`src/verilog/sen_defs.svh`:
```
// register indices, field positions, reset values for the system error block
// assumes inclusion by bare name from the top module and the bench
`ifndef SEN_DEFS_SVH
`define SEN_DEFS_SVH

// ============================================================
// register indices (byte address = index * 4)
`define SEN_IDX_PCI_CMD_LO 10'h004
`define SEN_IDX_PCI_CMD_HI 10'h005
`define SEN_IDX_SYS_CTRL 10'h061
`define SEN_IDX_NMI_CTRL 10'h070
`define SEN_IDX_ERR_CMD 10'h090
`define SEN_IDX_ERR_STAT 10'h091
`define SEN_IDX_ERR_ROUTE 10'h092
`define SEN_IDX_PCI_STAT 10'h093

// ============================================================
// field positions
`define SEN_LO_PERR_EN 6
`define SEN_HI_SERR_EN 1
`define SEN_SC_MEM_FLAG 7
`define SEN_SC_CHK_FLAG 6
`define SEN_SC_CHK_EN 3
`define SEN_SC_PAR_EN 2
`define SEN_NC_MASK 7
`define SEN_EC_TABORT 4
`define SEN_EC_PCIPAR 3
`define SEN_EC_MBE 1
`define SEN_EC_SBE 0
`define SEN_ES_MBE_ROW_HI 7
`define SEN_ES_MBE_ROW_LO 5
`define SEN_ES_MBE 4
`define SEN_ES_SBE_ROW_HI 3
`define SEN_ES_SBE_ROW_LO 1
`define SEN_ES_SBE 0
`define SEN_RT_SERR_NMI 0
`define SEN_PS_TABORT 0
`define SEN_PS_PCIPAR 1

// ============================================================
// reset values and masks
`define SEN_RST_BYTE 8'h00
`define SEN_SC_WR_MASK 8'h0c
`define SEN_RT_WR_MASK 8'h01

`endif

```
`src/verilog/sen_pkg.sv`:
```
// types shared by the system error block
// assumes sen_defs.svh is on the include path
package sen_pkg;

    // ============================================================
    // bus slave state, one-hot
    typedef enum logic [1:0] {
        SEN_ST_IDLE = 2'b01,
        SEN_ST_DATA = 2'b10
    } sen_bus_st_t;

    typedef logic [7:0] sen_byte_t;

endpackage : sen_pkg

```
`src/verilog/sen_top.sv`:
```
// system error collection and nmi/serr reporting, ahb-lite register slave
// assumes all inputs synchronous to i_clk_sys; serr/perr pins resolved outside
//
// Behaviour
// - control port bit 7 reads 1 after a memory parity error.
// - control port bit 6 reads 1 after a channel check assertion.
// - control port bit 3 enables channel check reporting.
// - control port bit 2 enables system board parity reporting.
// - nmi raised on enabled memory error or channel check.
// - index port bit 7 masks nmi delivery to the processor.
// - error command bit 4 enables serr on target abort.
// - error command bit 3 enables serr on pci parity error.
// - error command bit 1 enables serr on multi-bit memory error.
// - error command bit 0 enables serr on single-bit memory error.
// - error status bit 4 records a multi-bit memory error.
// - error status bit 0 records a single-bit memory error.
// - this bridge drives serr for errors on the first pci bus.
// - non-parity pci errors are reported straight on serr.
// - serr can be routed onto the processor nmi.
// - secondary serr is repeated on the primary serr.
// - secondary perr is repeated on the primary perr.
// - processor bus parity and fatal faults are never reported.
`timescale 1ns/1ps
`include "sen_defs.svh"

module sen_top (
    input wire logic i_clk_sys,
    input wire logic i_srst,
    input wire logic i_hsel,
    input wire logic [31:0] i_haddr,
    input wire logic [1:0] i_htrans,
    input wire logic i_hwrite,
    input wire logic [2:0] i_hsize,
    input wire logic [31:0] i_hwdata,
    input wire logic i_hready,
    output logic o_hreadyout,
    output logic o_hresp,
    output logic [31:0] o_hrdata,
    input wire logic i_iochk_n,
    input wire logic i_mem_parity_err,
    input wire logic i_pci_target_abort,
    input wire logic i_pci_parity_err,
    input wire logic i_ecc_sbe,
    input wire logic i_ecc_mbe,
    input wire logic [2:0] i_ecc_row,
    input wire logic i_sec_serr_n,
    input wire logic i_sec_perr_n,
    output logic o_serr_o,
    output logic o_serr_oe_n,
    output logic o_perr_o,
    output logic o_perr_oe_n,
    output logic o_nmi
);

    // ============================================================
    // decode helper
    function automatic logic sen_hit(input logic [9:0] idx, input logic [9:0] want);
        sen_hit = (idx == want);
    endfunction : sen_hit

    // ============================================================
    // bus slave
    sen_pkg::sen_bus_st_t st_reg, st_next;
    logic [9:0] idx_reg, idx_next;
    logic wr_reg, wr_next;
    logic hreadyout_reg, hreadyout_next;
    logic [31:0] hrdata_reg, hrdata_next;
    logic wr_now;
    logic [7:0] wdat;
    logic [7:0] rbyte;

    sen_pkg::sen_byte_t cmd_lo_reg, cmd_lo_next;
    sen_pkg::sen_byte_t cmd_hi_reg, cmd_hi_next;
    sen_pkg::sen_byte_t sys_ctrl_reg, sys_ctrl_next;
    sen_pkg::sen_byte_t nmi_ctrl_reg, nmi_ctrl_next;
    sen_pkg::sen_byte_t err_cmd_reg, err_cmd_next;
    sen_pkg::sen_byte_t err_stat_reg, err_stat_next;
    sen_pkg::sen_byte_t route_reg, route_next;
    sen_pkg::sen_byte_t pci_stat_reg, pci_stat_next;

    // one wait state per transfer: a read never sees a stale byte
    // after a write in the transfer before it
    always_comb begin
        st_next = st_reg;
        idx_next = idx_reg;
        wr_next = wr_reg;
        hreadyout_next = 1'b1;
        hrdata_next = hrdata_reg;
        wr_now = 1'b0;
        unique case (st_reg)
            sen_pkg::SEN_ST_IDLE: begin
                if (i_hsel && i_htrans[1] && i_hready) begin
                    idx_next = i_haddr[11:2];
                    wr_next = i_hwrite;
                    hreadyout_next = 1'b0;
                    st_next = sen_pkg::SEN_ST_DATA;
                end
            end
            sen_pkg::SEN_ST_DATA: begin
                wr_now = wr_reg;
                hrdata_next = {24'h000000, rbyte};
                st_next = sen_pkg::SEN_ST_IDLE;
            end
            default: begin
                st_next = sen_pkg::SEN_ST_IDLE;
            end
        endcase
    end

    always_ff @(posedge i_clk_sys) begin
        if (i_srst) begin
            st_reg <= sen_pkg::SEN_ST_IDLE;
            idx_reg <= 10'h000;
            wr_reg <= 1'b0;
            hreadyout_reg <= 1'b1;
            hrdata_reg <= 32'h00000000;
        end else begin
            st_reg <= st_next;
            idx_reg <= idx_next;
            wr_reg <= wr_next;
            hreadyout_reg <= hreadyout_next;
            hrdata_reg <= hrdata_next;
        end
    end

    assign wdat = i_hwdata[7:0];

    // unmapped indices read as zero and ignore writes
    always_comb begin
        rbyte = 8'h00;
        if (sen_hit(idx_reg, `SEN_IDX_PCI_CMD_LO)) begin
            rbyte = cmd_lo_reg;
        end else if (sen_hit(idx_reg, `SEN_IDX_PCI_CMD_HI)) begin
            rbyte = cmd_hi_reg;
        end else if (sen_hit(idx_reg, `SEN_IDX_SYS_CTRL)) begin
            rbyte = sys_ctrl_reg;
        end else if (sen_hit(idx_reg, `SEN_IDX_NMI_CTRL)) begin
            rbyte = nmi_ctrl_reg;
        end else if (sen_hit(idx_reg, `SEN_IDX_ERR_CMD)) begin
            rbyte = err_cmd_reg;
        end else if (sen_hit(idx_reg, `SEN_IDX_ERR_STAT)) begin
            rbyte = err_stat_reg;
        end else if (sen_hit(idx_reg, `SEN_IDX_ERR_ROUTE)) begin
            rbyte = route_reg;
        end else if (sen_hit(idx_reg, `SEN_IDX_PCI_STAT)) begin
            rbyte = pci_stat_reg;
        end
    end

    // ============================================================
    // error registers
    logic mem_evt;
    logic chk_en;
    logic par_en;
    logic sc_wr;
    logic es_wr;
    logic ps_wr;

    // ecc multi-bit errors stand in for legacy memory parity
    assign mem_evt = i_mem_parity_err | i_ecc_mbe;
    assign sc_wr = wr_now && sen_hit(idx_reg, `SEN_IDX_SYS_CTRL);
    assign es_wr = wr_now && sen_hit(idx_reg, `SEN_IDX_ERR_STAT);
    assign ps_wr = wr_now && sen_hit(idx_reg, `SEN_IDX_PCI_STAT);

    always_comb begin
        cmd_lo_next = cmd_lo_reg;
        cmd_hi_next = cmd_hi_reg;
        nmi_ctrl_next = nmi_ctrl_reg;
        err_cmd_next = err_cmd_reg;
        route_next = route_reg;
        if (wr_now && sen_hit(idx_reg, `SEN_IDX_PCI_CMD_LO)) begin
            cmd_lo_next = wdat;
        end
        if (wr_now && sen_hit(idx_reg, `SEN_IDX_PCI_CMD_HI)) begin
            cmd_hi_next = wdat;
        end
        if (wr_now && sen_hit(idx_reg, `SEN_IDX_NMI_CTRL)) begin
            nmi_ctrl_next = wdat;
        end
        if (wr_now && sen_hit(idx_reg, `SEN_IDX_ERR_CMD)) begin
            err_cmd_next = wdat;
        end
        if (wr_now && sen_hit(idx_reg, `SEN_IDX_ERR_ROUTE)) begin
            route_next = wdat & `SEN_RT_WR_MASK;
        end
    end

    // control port: enables writable, flags read only; a flag is held
    // until its enable is dropped, as legacy handlers expect
    always_comb begin
        sys_ctrl_next = sys_ctrl_reg;
        if (sc_wr) begin
            sys_ctrl_next = (sys_ctrl_reg & ~`SEN_SC_WR_MASK) | (wdat & `SEN_SC_WR_MASK);
        end
        chk_en = sys_ctrl_next[`SEN_SC_CHK_EN];
        par_en = sys_ctrl_next[`SEN_SC_PAR_EN];
        sys_ctrl_next[`SEN_SC_MEM_FLAG] = par_en & (sys_ctrl_reg[`SEN_SC_MEM_FLAG] | mem_evt);
        sys_ctrl_next[`SEN_SC_CHK_FLAG] = chk_en & (sys_ctrl_reg[`SEN_SC_CHK_FLAG] | ~i_iochk_n);
        sys_ctrl_next[5:4] = 2'b00;
        sys_ctrl_next[1:0] = 2'b00;
    end

    // status flags are write-one-to-clear; a new event beats the clear
    always_comb begin
        err_stat_next = err_stat_reg;
        pci_stat_next = pci_stat_reg;
        if (es_wr) begin
            err_stat_next[`SEN_ES_MBE] = err_stat_reg[`SEN_ES_MBE] & ~wdat[`SEN_ES_MBE];
            err_stat_next[`SEN_ES_SBE] = err_stat_reg[`SEN_ES_SBE] & ~wdat[`SEN_ES_SBE];
        end
        if (i_ecc_mbe) begin
            err_stat_next[`SEN_ES_MBE] = 1'b1;
            err_stat_next[`SEN_ES_MBE_ROW_HI:`SEN_ES_MBE_ROW_LO] = i_ecc_row;
        end
        if (i_ecc_sbe) begin
            err_stat_next[`SEN_ES_SBE] = 1'b1;
            err_stat_next[`SEN_ES_SBE_ROW_HI:`SEN_ES_SBE_ROW_LO] = i_ecc_row;
        end
        if (ps_wr) begin
            pci_stat_next = pci_stat_reg & ~wdat;
        end
        if (i_pci_target_abort) begin
            pci_stat_next[`SEN_PS_TABORT] = 1'b1;
        end
        if (i_pci_parity_err) begin
            pci_stat_next[`SEN_PS_PCIPAR] = 1'b1;
        end
        pci_stat_next[7:2] = 6'h00;
    end

    always_ff @(posedge i_clk_sys) begin
        if (i_srst) begin
            cmd_lo_reg <= `SEN_RST_BYTE;
            cmd_hi_reg <= `SEN_RST_BYTE;
            sys_ctrl_reg <= `SEN_RST_BYTE;
            nmi_ctrl_reg <= `SEN_RST_BYTE;
            err_cmd_reg <= `SEN_RST_BYTE;
            err_stat_reg <= `SEN_RST_BYTE;
            route_reg <= `SEN_RST_BYTE;
            pci_stat_reg <= `SEN_RST_BYTE;
        end else begin
            cmd_lo_reg <= cmd_lo_next;
            cmd_hi_reg <= cmd_hi_next;
            sys_ctrl_reg <= sys_ctrl_next;
            nmi_ctrl_reg <= nmi_ctrl_next;
            err_cmd_reg <= err_cmd_next;
            err_stat_reg <= err_stat_next;
            route_reg <= route_next;
            pci_stat_reg <= pci_stat_next;
        end
    end

    // ============================================================
    // serr, perr and nmi outputs
    logic serr_cause;
    logic serr_next;
    logic perr_next;
    logic nmi_next;
    logic serr_oe_n_reg;
    logic perr_oe_n_reg;
    logic nmi_reg;

    // processor bus faults have no path into this sum
    always_comb begin
        serr_cause = (pci_stat_reg[`SEN_PS_TABORT] & err_cmd_reg[`SEN_EC_TABORT])
            | (pci_stat_reg[`SEN_PS_PCIPAR] & err_cmd_reg[`SEN_EC_PCIPAR])
            | (err_stat_reg[`SEN_ES_MBE] & err_cmd_reg[`SEN_EC_MBE])
            | (err_stat_reg[`SEN_ES_SBE] & err_cmd_reg[`SEN_EC_SBE])
            | ~i_sec_serr_n;
        serr_next = serr_cause & cmd_hi_reg[`SEN_HI_SERR_EN];
        perr_next = ~i_sec_perr_n & cmd_lo_reg[`SEN_LO_PERR_EN];
        nmi_next = ~nmi_ctrl_reg[`SEN_NC_MASK] & (sys_ctrl_reg[`SEN_SC_MEM_FLAG]
            | sys_ctrl_reg[`SEN_SC_CHK_FLAG]
            | (~serr_oe_n_reg & route_reg[`SEN_RT_SERR_NMI]));
    end

    // enables kept active low in the flops so the pins need no gate after them
    always_ff @(posedge i_clk_sys) begin
        if (i_srst) begin
            serr_oe_n_reg <= 1'b1;
            perr_oe_n_reg <= 1'b1;
            nmi_reg <= 1'b0;
        end else begin
            serr_oe_n_reg <= ~serr_next;
            perr_oe_n_reg <= ~perr_next;
            nmi_reg <= nmi_next;
        end
    end

    // open-drain pins: value always low, enable low while pulling
    assign o_serr_o = 1'b0;
    assign o_perr_o = 1'b0;
    assign o_serr_oe_n = serr_oe_n_reg;
    assign o_perr_oe_n = perr_oe_n_reg;
    assign o_nmi = nmi_reg;
    assign o_hreadyout = hreadyout_reg;
    assign o_hresp = 1'b0;
    assign o_hrdata = hrdata_reg;

endmodule : sen_top

```
`config.mk`:
```
export PLATFORM = sky130hd
export DESIGN_NAME = sen_top
export DESIGN_NICKNAME = d
export VERILOG_FILES = /design/src/verilog/sen_pkg.sv /design/src/verilog/sen_top.sv
export VERILOG_INCLUDE_DIRS = /design/src /design/src/verilog
export SDC_FILE = /design/constraint.sdc
export NUM_CORES = 1
export LEC_CHECK = 0
export ABC_AREA = 1
export ABC_CLOCK_PERIOD_IN_PS = 1800
export BUFFER_PORTS_ARGS = -buffer_cell sky130_fd_sc_hd__buf_4
export CORE_ASPECT_RATIO = 0.6
export CORE_UTILIZATION = 42
export DETAILED_ROUTE_END_ITERATION = 8
export HOLD_SLACK_MARGIN = 0.08
export PLACE_DENSITY_LB_ADDON = 0.12
export SKIP_LAST_GASP = 1
export SLEW_MARGIN = 10
export SYNTH_ARGS = -nofsm -noshare
export SYNTH_HDL_FRONTEND = slang
export SYNTH_SLANG_ARGS = --single-unit
```
`constraint.sdc`:
```
create_clock -name i_clk_sys -period 1.8 [get_ports i_clk_sys]
set_input_delay 0.27 -clock i_clk_sys [delete_from_list [all_inputs] [get_ports i_clk_sys]]
set_output_delay 0.27 -clock i_clk_sys [all_outputs]
set_load 0.03 [all_outputs]
```
==> results.sh <==
export IMPL_status="finished, final reports clean"
export IMPL_p_comb_share_pct=8.1
export IMPL_clock_skew_ns=0.00453
export IMPL_drt_met1_wl_mm=4.21
export IMPL_cp_data_required_time_ns=2.07
export IMPL_drt_wl_total_mm=8.74
export IMPL_met3_length_um=907
export IMPL_synth_async_reset_ratio_pct=0
export IMPL_syn_inst=451
export IMPL_drt_iter0_markers=181
export IMPL_cts_htree_levels=3
export IMPL_dpl_hpwl_mm=6.66
export IMPL_crit_type="reg2reg"
export IMPL_cap_violations=0
export IMPL_antenna_found_initial=0
export IMPL_p_sw_mw=0.942
export IMPL_ys_flop_type="dfxtp_1"
export IMPL_drv_slew=0
export IMPL_cts_path_max_buffers=2
export IMPL_via_per_inst=4.84
export IMPL_place_congestion=0.904
export IMPL_start_util_pct=43.6
export IMPL_holdWs_ns=0.113
export IMPL_crit_chain="nand2_1 -> nor3_2 -> nand3_2 -> o211ai_1 -> o21bai_1 -> a21oi_1"
export IMPL_ctsHoldBuffers=0
export IMPL_dieHeight_um=72.3
export IMPL_p_seq_share_pct=37.6
export IMPL_avgRoutedWirePerCell_um=14.2
export IMPL_end_kind="register"
export IMPL_postCtsResizedCells=0
export IMPL_fmax_ghz=0.598
export IMPL_grt_first_pass_wirelength_mm=14.0
export IMPL_largest_reg_flops=10
export IMPL_finalCritPeriodShare_pct=92.8
export IMPL_num_nets_final=586
export IMPL_drive_gt1_share_pct=23.7
export IMPL_power_density_nw_per_um2=1040
export IMPL_p_leak_nw=1.92
export IMPL_drc=0
export IMPL_switching_share_pct=21.5
export IMPL_yosys_top_cells_area="dfxtp_1, o21ai_0, a21oi_1, buf_4, inv_1"
export IMPL_grt_remaining_overflow=0
export IMPL_finalSetupViolations=0
export IMPL_synth_top_cell_area_share_pct=41.6
export IMPL_ys_seq_area_share_pct=41.6
export IMPL_ctsRootBufferMaster="clkbuf_16"
export IMPL_wl_met2_mm=3.52
export IMPL_synth_edff_count=0
export IMPL_finalSetupTns_ns=0
export IMPL_syn2layout_area_growth_pct=22.2
export IMPL_dr_pass1_iters=4
export IMPL_cp_start_kind="register"
export IMPL_crit_arrival_ns=1.94
export IMPL_die_area_um2=8630
export IMPL_post_synth_top_count_cell="dfxtp_1"
export IMPL_clk_pin_slew_worst_paths_ns=0.06
export IMPL_intPower_mw=3.45
export IMPL_cts_made_buffers=9
export IMPL_ios=124
export IMPL_track_usage_pct=22.1
export IMPL_ys_top_cells_by_count="dfxtp_1, o21ai_0, inv_1, a21oi_1, nand2_1"
export IMPL_cts_sinks=72
export IMPL_crit_fanout=4
export IMPL_dr_total_vias=2973
export IMPL_max_stage_delay_ns=0.38
export IMPL_power_mw=4.39
export IMPL_antenna_left=0
export IMPL_final_util_pct=53.3
export IMPL_yosysTopAreaCell="dfxtp_1"
export IMPL_post_cts_buffers=0
export IMPL_synth_cell_types=33
export IMPL_num_rows=25
export IMPL_irDropWorstVdd_uv=568
export IMPL_syn_avg_cell_area_um2=7.68
export IMPL_clock_latency_ns=0.33
export IMPL_fp_dieW_um=119
export IMPL_hold_viol=0
export IMPL_min_period_ns=1.67
export IMPL_slowest_stage="dfxtp_1"
export IMPL_cts_tree="built"
export IMPL_n_antenna_cell=0
export IMPL_top_layer_used="met4"
export IMPL_grt_pass1_vias=2745
export IMPL_p_clk_share_pct=54.3
export IMPL_grt_max_degree=57
export IMPL_hold_class="in2reg"
export IMPL_portBuffers=46
export IMPL_syn_area_um2=3460
export IMPL_yosys_warnings=0
export IMPL_ys_ff_latch=72
export IMPL_fp_coreArea_um2=7950
export IMPL_rsz0062_at_grt="no"
## final timing paths
| kind | from | end | slack, ns | cells after the start |
|---|---|---|---|---|
| hold reg to reg | cmd_hi_reg[1]$_SDFFE_PP0P_ | o_serr_oe_n$_SDFF_PP1_ | 0.42 | 1 |
| setup reg to reg | idx_reg[6]$_SDFFE_PP0P_ | o_hrdata[6]$_SDFFE_PP0N_ | 0.13 | 6 |
| hold / removal | i_iochk_n | sys_ctrl_reg[6]$_SDFF_PP0_ | 0.11 | 2 |
| setup / recovery | idx_reg[6]$_SDFFE_PP0P_ | o_hrdata[6]$_SDFFE_PP0N_ | 0.13 | 6 |
## logic make-up (layout without fill, tap and decap cells)
family | count (synthesis) | count (layout) | synth area share (%)
buf+inv | 99 | 128 | 14.4
compound gates | 137 | 137 | 22.1
flops | 72 | 72 | 41.6
simple gates | 142 | 142 | 21.7
other cells | 1 | 27 | 0.108
## worst max-delay path: cells and delay by family, from the launching register on
kind / cells / cell delay [ns]
compound gates: 3 / 0.67
simple gates: 3 / 0.56
flops: 1 / 0.38
## layer usage
layer / GRT usage, % / vias to the layer above
met2: 30.6 / 87
met4: 7.31 / 0
li1: - / 1534
met5: 0 / -
met3: 8.02 / 11
met1: 31.3 / 1341
## cell usage in the layout (no fill, tap or decap), types with 2 or more instances in the layout
cell type	instances
nand3_2	2
nor3_2	2
nor2_1	40
nand2_2	4
inv_1	49
o21ai_2	5
o211ai_1	4
conb_1	27
nor2_4	5
a21oi_1	46
o21bai_1	3
nand3b_1	3
clkbuf_16	9
o21ai_1	5
nand3_1	19
a31oi_1	3
o21ai_0	61
clkbuf_8	2
a21oi_2	8
dfxtp_1	72
nor2_2	7
buf_4	51
bufinv_16	5
nor3_1	5
nand2_4	5
nor2_8	3
inv_2	8
nand2_1	46
## final cells by class
type                            instances  area, µm²
Fill cell                             768       3710
Multi-Input combinational cell        306       1620
Sequential cell                        72       1440
Timing Repair Buffer                   52        403
Clock buffer                           11        253
Inverter                               60        229
Clock inverter                          5        150
Tap cell                              108        135
## power by group through the flow
stage	registers, mW	logic, mW	clock network [mW]
6_report	1.65	0.356	2.38
5_1_grt	1.65	0.391	2.50
4_1_cts	1.65	0.357	2.41
3_5_place_dp	1.68	0.356	0
3_3_place_gp	1.68	0.353	0
2_1_floorplan	1.68	0.277	0
## stage by stage
| step | instance area [µm²] | setup slack, ns | cells |
|---|---|---|---|
| floorplan | 3560 | 0.432 | 477 |
| global placement | 3830 | 0.177 | 598 |
| detailed placement | 3830 | 0.156 | 598 |
| CTS | 4230 | 0.146 | 614 |
| global route | 4230 | 0.0114 | 614 |
| finish | 4230 | 0.129 | 614 |
Note: power is estimated with default switching activity, not from simulation.
